File: config.mk
export PLATFORM = sky130hd
export DESIGN_NAME = loop_clk_ctrl
export DESIGN_NICKNAME = d
export VERILOG_FILES = /design/src/rtl/loop_clk_pkg.sv /design/src/rtl/loop_clk_ctrl.sv
export SDC_FILE = /design/constraint.sdc
export NUM_CORES = 1
export LEC_CHECK = 0
export CAP_MARGIN = 5
export CORE_MARGIN = 3
export CORE_UTILIZATION = 62
export DETAILED_ROUTE_END_ITERATION = 10
export DONT_BUFFER_PORTS = 1
export PLACE_DENSITY = 0.86
export SLEW_MARGIN = 30
export SYNTH_ARGS = -nofsm -noshare
export SYNTH_HDL_FRONTEND = slang
export SYNTH_SLANG_ARGS = --single-unit
File: constraint.sdc
create_clock -name pclk -period 1.8 [get_ports pclk]
set_input_delay 0.54 -clock pclk [delete_from_list [all_inputs] [get_ports pclk]]
set_output_delay 0.54 -clock pclk [all_outputs]
set_load 0.03 [all_outputs]
File: src/rtl/loop_clk_pkg.sv
// constants, field layouts and types for the loop programming and lock event block
package loop_clk_pkg;

    // ------------------------------------------------------------
    // register byte addresses
    // ------------------------------------------------------------
    localparam logic [7:0] loop_control_addr = 8'h00;
    localparam logic [7:0] bandwidth_ctl_addr = 8'h04;
    localparam logic [7:0] loop_program_addr = 8'h08;
    localparam logic [7:0] break_flag_ctl_addr = 8'h0c;

    // ------------------------------------------------------------
    // field positions
    // ------------------------------------------------------------
    localparam int ctl_irq_en_bit = 7;
    localparam int ctl_flag_bit = 6;
    localparam int ctl_pwr_on_bit = 5;
    localparam int ctl_bcs_bit = 4;
    localparam logic [3:0] ctl_unused_val = 4'hf;
    localparam int bw_auto_bit = 7;
    localparam int bw_lock_bit = 6;
    localparam int bw_track_bit = 5;
    localparam int bw_xld_bit = 4;
    localparam int prog_mult_lsb = 4;
    localparam int prog_range_lsb = 0;
    localparam int bfc_clear_en_bit = 7;

    // ------------------------------------------------------------
    // reset values and the zero and one codes
    // ------------------------------------------------------------
    localparam logic [3:0] freq_mult_sel_rst = 4'h6;
    localparam logic [3:0] vco_range_sel_rst = 4'h6;
    localparam logic loop_power_on_rst = 1'b1;
    localparam logic [3:0] zero_code = 4'h0;
    localparam logic [3:0] one_code = 4'h1;

    // control register state carried as one group
    typedef struct packed {
        logic loop_irq_enable;
        logic loop_power_on;
        logic base_clk_sel;
    } loop_ctl_t;

    // bandwidth register state
    typedef struct packed {
        logic auto_bw;
        logic manual_track;
        logic xld;
    } bw_ctl_t;

endpackage

File: src/rtl/loop_clk_ctrl.sv
// loop programming, base clock select protection and lock change events
//
// Register access over APB and the placing of the registers were decided locally.
`timescale 1ns/1ps
`default_nettype none

module loop_clk_ctrl (
    input wire logic pclk,
    input wire logic presetn,
    input wire logic psel,
    input wire logic penable,
    input wire logic pwrite,
    input wire logic [7:0] paddr,
    input wire logic [31:0] pwdata,
    output logic [31:0] prdata,
    output logic pready,
    output logic pslverr,
    input wire logic lock_detect,
    input wire logic acq_done,
    input wire logic xtal_lost,
    input wire logic stop_mode,
    input wire logic break_state,
    output logic loop_enable,
    output logic [3:0] vco_mult_n,
    output logic [3:0] vco_range,
    output logic vco_track_mode,
    output logic xtal_clock_en,
    output logic base_clock_en,
    output logic base_src_vco,
    output logic clkgen_irq
);

    // ------------------------------------------------------------
    // helpers
    // ------------------------------------------------------------
    // zero code and one code both give a divide by one
    function automatic logic [3:0] mult_of(input logic [3:0] code);
        mult_of = (code == loop_clk_pkg::zero_code) ? loop_clk_pkg::one_code : code;
    endfunction

    loop_clk_pkg::loop_ctl_t ctl;
    loop_clk_pkg::bw_ctl_t bw;
    logic [3:0] freq_mult_sel;
    logic [3:0] vco_range_sel;
    logic break_clear_enable;
    logic loop_change_flag;
    logic lock_meta;
    logic lock_sync;
    logic lock_prev;
    logic acq_meta;
    logic acq_sync;
    logic setup_phase;
    logic wr_access;
    logic rd_access;
    logic addr_hit;
    logic ctl_read;
    logic lock_toggle;
    logic range_off;
    logic lock_bit;
    logic track_bit;
    logic flag_view;
    logic [7:0] next_rdata;

    // ------------------------------------------------------------
    // bus decode
    // ------------------------------------------------------------
    // no wait states; read data is captured in the setup cycle so it comes from a flop
    assign pready = 1'b1;
    assign setup_phase = psel & ~penable;
    assign wr_access = psel & penable & pwrite;
    assign rd_access = psel & penable & ~pwrite;
    assign addr_hit = (paddr == loop_clk_pkg::loop_control_addr) |
                      (paddr == loop_clk_pkg::bandwidth_ctl_addr) |
                      (paddr == loop_clk_pkg::loop_program_addr) |
                      (paddr == loop_clk_pkg::break_flag_ctl_addr);
    assign pslverr = psel & penable & ~addr_hit;

    // a debugger read in break with clear enable low must leave the flag alone
    assign ctl_read = rd_access & (paddr == loop_clk_pkg::loop_control_addr) &
                      (~break_state | break_clear_enable);

    // ------------------------------------------------------------
    // lock and acquisition synchronisers
    // ------------------------------------------------------------
    // the analogue detector is asynchronous to pclk
    always_ff @(posedge pclk or negedge presetn) begin
        if (!presetn) begin
            lock_meta <= 1'b0;
            lock_sync <= 1'b0;
            lock_prev <= 1'b0;
            acq_meta <= 1'b0;
            acq_sync <= 1'b0;
        end else begin
            lock_meta <= lock_detect;
            lock_sync <= lock_meta;
            lock_prev <= lock_sync;
            acq_meta <= acq_done;
            acq_sync <= acq_meta;
        end
    end

    // edges are judged only between settled samples
    assign lock_toggle = lock_sync ^ lock_prev;
    assign range_off = (vco_range_sel == loop_clk_pkg::zero_code);
    assign lock_bit = bw.auto_bw & lock_sync;
    assign track_bit = bw.auto_bw ? acq_sync : bw.manual_track;

    // ------------------------------------------------------------
    // control register
    // ------------------------------------------------------------
    // select may be set without lock; power, range and stop mode guard it
    always_ff @(posedge pclk or negedge presetn) begin
        if (!presetn) begin
            ctl.loop_irq_enable <= 1'b0;
            ctl.loop_power_on <= loop_clk_pkg::loop_power_on_rst;
            ctl.base_clk_sel <= 1'b0;
        end else if (stop_mode) begin
            ctl.base_clk_sel <= 1'b0;
        end else begin
            if (wr_access && paddr == loop_clk_pkg::loop_control_addr) begin
                if (bw.auto_bw) begin
                    ctl.loop_irq_enable <= pwdata[loop_clk_pkg::ctl_irq_en_bit];
                end
                // power cannot drop while the vco drives the base clock
                if (!ctl.base_clk_sel) begin
                    ctl.loop_power_on <= pwdata[loop_clk_pkg::ctl_pwr_on_bit];
                end
                // set needs power already on, so turning power on and selecting the vco takes two writes
                if (ctl.loop_power_on && !range_off) begin
                    ctl.base_clk_sel <= pwdata[loop_clk_pkg::ctl_bcs_bit];
                end else if (!pwdata[loop_clk_pkg::ctl_bcs_bit]) begin
                    ctl.base_clk_sel <= 1'b0;
                end
            end
            if (range_off) begin
                ctl.base_clk_sel <= 1'b0;
            end
        end
    end

    // ------------------------------------------------------------
    // lock change flag
    // ------------------------------------------------------------
    // set wins over a read clear in the same cycle; a cleared flag is set again only by a later lock edge in auto mode
    always_ff @(posedge pclk or negedge presetn) begin
        if (!presetn) begin
            loop_change_flag <= 1'b0;
        end else if (bw.auto_bw && lock_toggle) begin
            loop_change_flag <= 1'b1;
        end else if (ctl_read) begin
            loop_change_flag <= 1'b0;
        end
    end

    assign flag_view = loop_change_flag & bw.auto_bw;

    // ------------------------------------------------------------
    // bandwidth control register
    // ------------------------------------------------------------
    // the manual tracking value is kept while auto mode overrides it
    always_ff @(posedge pclk or negedge presetn) begin
        if (!presetn) begin
            bw.auto_bw <= 1'b0;
            bw.manual_track <= 1'b0;
            bw.xld <= 1'b0;
        end else begin
            if (wr_access && paddr == loop_clk_pkg::bandwidth_ctl_addr) begin
                bw.auto_bw <= pwdata[loop_clk_pkg::bw_auto_bit];
                if (!bw.auto_bw) begin
                    bw.manual_track <= pwdata[loop_clk_pkg::bw_track_bit];
                end
                bw.xld <= pwdata[loop_clk_pkg::bw_xld_bit];
            end else if (!xtal_lost) begin
                bw.xld <= 1'b0; // an active crystal clears the pending loss probe
            end
        end
    end

    // ------------------------------------------------------------
    // programming register and break flag control
    // ------------------------------------------------------------
    always_ff @(posedge pclk or negedge presetn) begin
        if (!presetn) begin
            freq_mult_sel <= loop_clk_pkg::freq_mult_sel_rst;
            vco_range_sel <= loop_clk_pkg::vco_range_sel_rst;
        end else if (wr_access && paddr == loop_clk_pkg::loop_program_addr &&
                     !ctl.loop_power_on) begin
            freq_mult_sel <= pwdata[loop_clk_pkg::prog_mult_lsb +: 4];
            vco_range_sel <= pwdata[loop_clk_pkg::prog_range_lsb +: 4];
        end
    end

    always_ff @(posedge pclk or negedge presetn) begin
        if (!presetn) begin
            break_clear_enable <= 1'b0;
        end else if (wr_access && paddr == loop_clk_pkg::break_flag_ctl_addr) begin
            break_clear_enable <= pwdata[loop_clk_pkg::bfc_clear_en_bit];
        end
    end

    // ------------------------------------------------------------
    // read data
    // ------------------------------------------------------------
    always_comb begin
        next_rdata = 8'h00;
        unique case (paddr)
            loop_clk_pkg::loop_control_addr: begin
                next_rdata[loop_clk_pkg::ctl_irq_en_bit] = ctl.loop_irq_enable & bw.auto_bw;
                next_rdata[loop_clk_pkg::ctl_flag_bit] = flag_view;
                next_rdata[loop_clk_pkg::ctl_pwr_on_bit] = ctl.loop_power_on;
                next_rdata[loop_clk_pkg::ctl_bcs_bit] = ctl.base_clk_sel;
                next_rdata[3:0] = loop_clk_pkg::ctl_unused_val;
            end
            loop_clk_pkg::bandwidth_ctl_addr: begin
                next_rdata[loop_clk_pkg::bw_auto_bit] = bw.auto_bw;
                next_rdata[loop_clk_pkg::bw_lock_bit] = lock_bit;
                next_rdata[loop_clk_pkg::bw_track_bit] = track_bit;
                next_rdata[loop_clk_pkg::bw_xld_bit] = bw.xld & ctl.base_clk_sel;
            end
            loop_clk_pkg::loop_program_addr: begin
                next_rdata = {freq_mult_sel, vco_range_sel};
            end
            loop_clk_pkg::break_flag_ctl_addr: begin
                next_rdata[loop_clk_pkg::bfc_clear_en_bit] = break_clear_enable;
            end
            default: begin
                next_rdata = 8'h00;
            end
        endcase
    end

    // sampled in the setup cycle, held through the access cycle
    always_ff @(posedge pclk or negedge presetn) begin
        if (!presetn) begin
            prdata <= 32'h0000_0000;
        end else if (setup_phase && !pwrite) begin
            prdata <= {24'h00_0000, next_rdata};
        end
    end

    // ------------------------------------------------------------
    // outputs to the analogue loop and clock tree
    // ------------------------------------------------------------
    // wait mode has no effect here: the generator keeps running
    assign loop_enable = ctl.loop_power_on & ~range_off & ~stop_mode;
    assign vco_mult_n = mult_of(freq_mult_sel);
    assign vco_range = vco_range_sel;
    assign vco_track_mode = track_bit;
    assign xtal_clock_en = ~stop_mode;
    assign base_clock_en = ~stop_mode;
    assign base_src_vco = ctl.base_clk_sel;
    assign clkgen_irq = flag_view & ctl.loop_irq_enable & ~stop_mode;

endmodule // loop_clk_ctrl

`default_nettype wire

==> qor.csv, run 1 <==
metric,value,unit
status,"finished, final reports clean",
routed len/inst,16.6,um
CTS tree,built,
post-synthesis compound-gate area fraction,7.33,%
Synth area leader,dfrtp_1,
# setup viols final,0,
R2R Setup Slk,0.48,ns
GPL Wtd Cong,0.821,
PwrDens,691,nW/um^2
Slew headroom,65.7,%
largest family of logic cells by synthesized area,simple AND/OR/NAND/NOR gates,
initial core utilization,68.5,%
Die Area,3200,sq um
power consumption,1.18,mW
Post-Synth Simple-Gate Area,17.4,%
Tcrit/Tclk final,99.2,%
Period minus WS final,1.79,ns
Critical Path AT,1.25,ns
Die Height,56.6,um
Post-Synth Adder-Cell Area,0,%
Ys Warns,0,
reg2reg end,ctl[1],
Reg2Reg Depth,2,
Final Hold Viols,0,
final WL,3230,um
Post-synth EDFFs,0,
H-tree depth,2,
total clock sinks,29,
core area,2320,sq um
area share of the largest cell type after synthesis,37.8,%
Slew @ Worst Pin,0.514,ns
Yosys reg bits,29,
max cap viols,0,
number of I/O port buffers,0,
unrepaired setup endpoints after global routing,true,
width of the die,56.6,um
Yosys cell types,38,
Antenna Nets Post-Route,0,
DP Wirelength,2520,um
Critical Path End Type,output port,
Antenna diodes,0,
P_leak,0.835,nW
"Seq/Total Area, Yosys",46.1,%
pin count of the biggest net entering global routing,25,
multiplexer share of the synthesized area,12.5,%
Ports,98,
# DRC,0,
"Slew Viols, Final",0,
worst min path class,input pin to asynchronous set/reset pin,
syn_area_per_cell,10.6,sq um
Worst-Skew Late Latency,0.33,ns
post-synthesis instance total,150,
DR iter-0 viols,27,
Longest Clk Path Bufs,2,
"Primary FF master, synth",dfrtp_1,
Crit Path Class,register to output port,
CP Data Required Time,1.26,ns
vias per cell,5.54,
gr ovfl total,0,
via count,1074,
synth top area cells,"dfrtp_1, buf_4, mux2_2",
Setup Skew,0.0110,ns
nets,215,
FMAX,0.560,GHz
Finished Core Util,73.8,%
xor and xnor area share after synthesis,0.552,%
Area Growth Syn to Fin,7.80,%
DRT Pass-1 Iters,5,
Reg-to-Reg Start,base_src_vco,
Startpoint Class,register,
mapped cell area,1590,sq um
clk slew on worst S/H paths,0.09,ns
vias in the first global route,1063,
root buf cell,clkbuf_4,
Global Route Usage Sum,21.6,%
Post-synth ARST share,100,%
CP Max Fanout,2,
Num CTS Buffers,5,
fraction of layout cells with a size suffix above 1,36.1,%
first-pass GRT wire length,5190,um
row cnt,17,
initial antenna violation count,0,
maximum VDD drop,0.718,mV
-- worst max-delay path by stage --
stage                 startpoint            to  slack, ns
floorplan               paddr[5]         bw[1]      -0.08
global placement        paddr[5]  vco_range[0]      -0.07
detailed placement      paddr[5]  vco_range[3]      -0.13
CTS                        bw[2]    clkgen_irq      0.002
global route        vco_range[1]   loop_enable      -0.06
finish              vco_range[2]   loop_enable       0.01
-- sequential cells by signal, summed over array words and instances (netlist names) --
name                count
prdata                  8
freq_mult_sel           4
vco_range               4
bw                      3
ctl                     2
acq_meta                1
acq_sync                1
base_src_vco            1
break_clear_enable      1
lock_meta               1
lock_prev               1
lock_sync               1
loop_change_flag        1
-- per-layer routing --
layer | vias up | GRT usage [%] | routed length, um
met5 | - | 0 | 0
met4 | 0 | 7.46 | 38
met3 | 5 | 9.66 | 317
met2 | 59 | 35.5 | 1610
met1 | 516 | 24.9 | 1260
li1 | 494 | - | -
-- repair_timing --
item	4_1_cts	5_1_grt
resized for setup	5	6
pin swaps	0	5
buffers inserted	1	1
hold endpoints to repair	24	0
setup endpoints to repair	4	4
hold buffers	1	0
-- synthesized netlist by cell type, types with 2 or more instances --
| library cell | n |
|---|---|
| nor2_1 | 10 |
| mux2i_1 | 4 |
| conb_1 | 2 |
| a31oi_1 | 2 |
| o31ai_1 | 4 |
| inv_1 | 6 |
| buf_4 | 26 |
| dfrtp_1 | 24 |
| mux2_2 | 14 |
| nand4_1 | 2 |
| o21ai_0 | 7 |
| clkbuf_1 | 4 |
| dfstp_2 | 5 |
| nand2_1 | 16 |
-- worst max-delay path, stage by stage (launching register included) --
cell	delay (ns)
dfstp_2	0.55
nor4_2	0.04
nor2_1	0.11
and2_4	0.21
-- report_power, final --
| group | total, mW | leakage, nW | internal (mW) | switching (mW) |
|---|---|---|---|---|
| Clock | 0.361 | 0.0320 | 0.148 | 0.213 |
| Combinational | 0.150 | 0.433 | 0.0302 | 0.120 |
| Sequential | 0.671 | 0.370 | 0.663 | 0.00795 |
-- placed cells by master (no fill, tap or decap), types with 5 or more instances in the layout --
| cell | n |
|---|---|
| conb_1 | 25 |
| nand2_1 | 16 |
| buf_4 | 16 |
| clkbuf_4 | 5 |
| mux2_2 | 10 |
| dfrtp_1 | 24 |
| o21ai_0 | 7 |
| nor2_1 | 8 |
| inv_1 | 5 |
| dfstp_2 | 5 |
-- area by class of cell --
cell class,count,area [sq um]
clock buffers,6,41.3
clock inverters,2,10.0
fillers,156,607
inverters,6,22.5
multi-input cells,106,746
flip-flops and latches,29,732
well taps,28,35.0
repair buffers,17,125
-- metrics by stage --
stage | cells | TNS (ns) | cell area (sq um) | worst slack (ns) | hold WS [ns]
floorplan | 173 | -0.511 | 1690 | -0.0757 | 0.244
CTS | 193 | 0 | 1690 | 0.00171 | 0.0310
global placement | 183 | -0.611 | 1610 | -0.0748 | 0.245
detailed placement | 183 | -1.12 | 1610 | -0.132 | 0.245
finish | 194 | 0 | 1710 | 0.0142 | 0.0386
global route | 194 | -0.0792 | 1710 | -0.0598 | 0.00121
-- kinds of logic after synthesis --
kind of cell              Yosys count
and+or+nand+nor                    45
xor gates and xnor gates            1
AOI/OAI and AO/OA                  17
DFF                                29
buffers and inverters              38
other                               2
muxes                              18
Note: power is estimated with default switching activity, not from simulation.
==> run 2: changes to the inputs <==
CORE_UTILIZATION = 65   (was 62)
CTS_BUF_LIST = sky130_fd_sc_hd__clkbuf_4   (was not set)
PLACE_DENSITY = 0.89   (was 0.86)
==> run 2 against run 1 <==
Non-clock buffer count did not move. Sequential power barely moved. Global-route usage fell by 0.085 points. Utilization rose by 2.1 points. Critical endpoint unchanged.
==> qor.csv, run 2 (synthesized netlist as in run 1, its figures left out) <==
metric,value,unit
placed instance area,1600,sq um
Slew @ Worst Pin,0.521,ns
routed len/inst,16.4,um
worst min path class,input pin to asynchronous set/reset pin,
Worst-Skew Late Latency,0.33,ns
# setup viols final,0,
Slew headroom,65.3,%
row cnt,17,
Post-Layout Cell Count,194,
Startpoint Class,register,
number of I/O port buffers,0,
Final Hold Viols,0,
initial core utilization,70.4,%
final WL,3180,um
P_leak,0.838,nW
core area,2250,sq um
worst hold margin,0.0419,ns
width of the die,55.4,um
Critical Path End Type,output port,
setup_tns,0,ns
crit path max-delay cell type,dfstp_2,
Period minus WS final,1.79,ns
Die Height,55.4,um
DRT Pass-1 Iters,4,
unrepaired setup endpoints after global routing,true,
DR iter-0 viols,30,
Placed Cells,182,
Final Instance Area,1710,sq um
beginning of the critical path,vco_range[2],
vias per cell,5.57,
root buf cell,clkbuf_4,
status,"finished, final reports clean",
Ports,98,
FMAX,0.558,GHz
GPL Wtd Cong,0.848,
Reg-to-Reg Start,base_src_vco,
Antenna Nets Post-Route,0,
max cap viols,0,
Die Area,3070,sq um
Fill cells,142,
"commonest non-fill, non-tap cell in the layout",conb_1,
critical-path cell list,"nor4_2, nor2_1, and2_4",
power consumption,1.23,mW
DP Wirelength,2400,um
"Slew Viols, Final",0,
largest register by flop count,prdata,
Critical Path AT,1.25,ns
Tcrit/Tclk final,99.6,%
vias in the first global route,1032,
"commonest non-fill, non-tap cells in the layout","conb_1, dfrtp_1, nand2_1, buf_4, mux2_2",
Setup WS post-layout,0.00773,ns
first-pass GRT wire length,5000,um
CP Data Required Time,1.26,ns
Critical Path Max Stage Delay,0.55,ns
CTS tree,built,
maximum VDD drop,0.779,mV
clk slew on worst S/H paths,0.08,ns
H-tree depth,2,
CP Max Fanout,2,
Crit Path Class,register to output port,
Num CTS Buffers,5,
total clock sinks,29,
Longest Clk Path Bufs,2,
PwrDens,720,nW/um^2
Setup Skew,0.00652,ns
Antenna diodes,0,
gr ovfl total,0,
initial antenna violation count,0,
fraction of layout cells with a size suffix above 1,36.1,%
via count,1081,
Finished Core Util,75.9,%
dpl ws,-0.100,ns
Area Growth Syn to Fin,7.80,%
nets,215,
# DRC,0,
pin count of the biggest net entering global routing,25,
max reg flops,8,
Global Route Usage Sum,21.5,%
-- run 2: cell count changes in the layout (fill, tap and decap cells not counted) --
cell	delta
nor3_2	-1
mux2_2	+1
clkinv_2	-2
mux2_4	-1
clkbuf_1	-1
nor3_1	+1
clkbuf_4	+3
-- run 2: layer usage --
layer | vias to the layer above | wire [um] | track usage [%] | share of wire (%)
li1 | 492 | - | - | -
met1 | 513 | 1210 | 24.7 | 38
met2 | 67 | 1550 | 35.5 | 49
met3 | 9 | 344 | 8.88 | 11
met4 | 0 | 71 | 8.68 | 2.2
met5 | - | 0 | 0 | 0
-- run 2: critical path: cells and delay by family, from the launching register on --
family,cells,cell delay (ns)
DFF,1,0.55
and+or+nand+nor,3,0.38
-- run 2: report_power, final --
| part | total, mW | internal, mW | switching (mW) |
|---|---|---|---|
| Sequential | 0.670 | 0.663 | 0.00735 |
| Clock | 0.413 | 0.200 | 0.213 |
| Combinational | 0.149 | 0.0287 | 0.120 |
-- run 2: path summary, 6_finish.rpt --
path                                 to  slack [ns]  cells after the start
setup / recovery            loop_enable       0.008                      3
hold / removal             vco_range[2]        0.04                      0
setup reg to reg                 ctl[1]        0.39                      2
hold reg to reg               lock_sync        0.36                      0
max in group asynchronous  vco_range[3]        1.28                      1
min in group pclk             lock_meta        0.22                      0
-- run 2: layout make-up --
cell class | count | area, sq um | share of cell area, %
repair buffers | 17 | 125 | 7.31
inverters | 6 | 22.5 | 1.32
clock buffers | 8 | 60.1 | 3.51
flip-flops and latches | 29 | 732 | 42.8
well taps | 28 | 35.0 | 2.05
multi-input cells | 106 | 737 | 43.1
-- run 2: repair_timing --
| action | CTS | global route |
|---|---|---|
| pin swaps | 2 | 1 |
| buffers inserted | 1 | 2 |
| hold endpoints to repair | 24 | 0 |
| hold buffers | 1 | 0 |
| setup endpoints to repair | 4 | 3 |
| resized for setup | 7 | 2 |
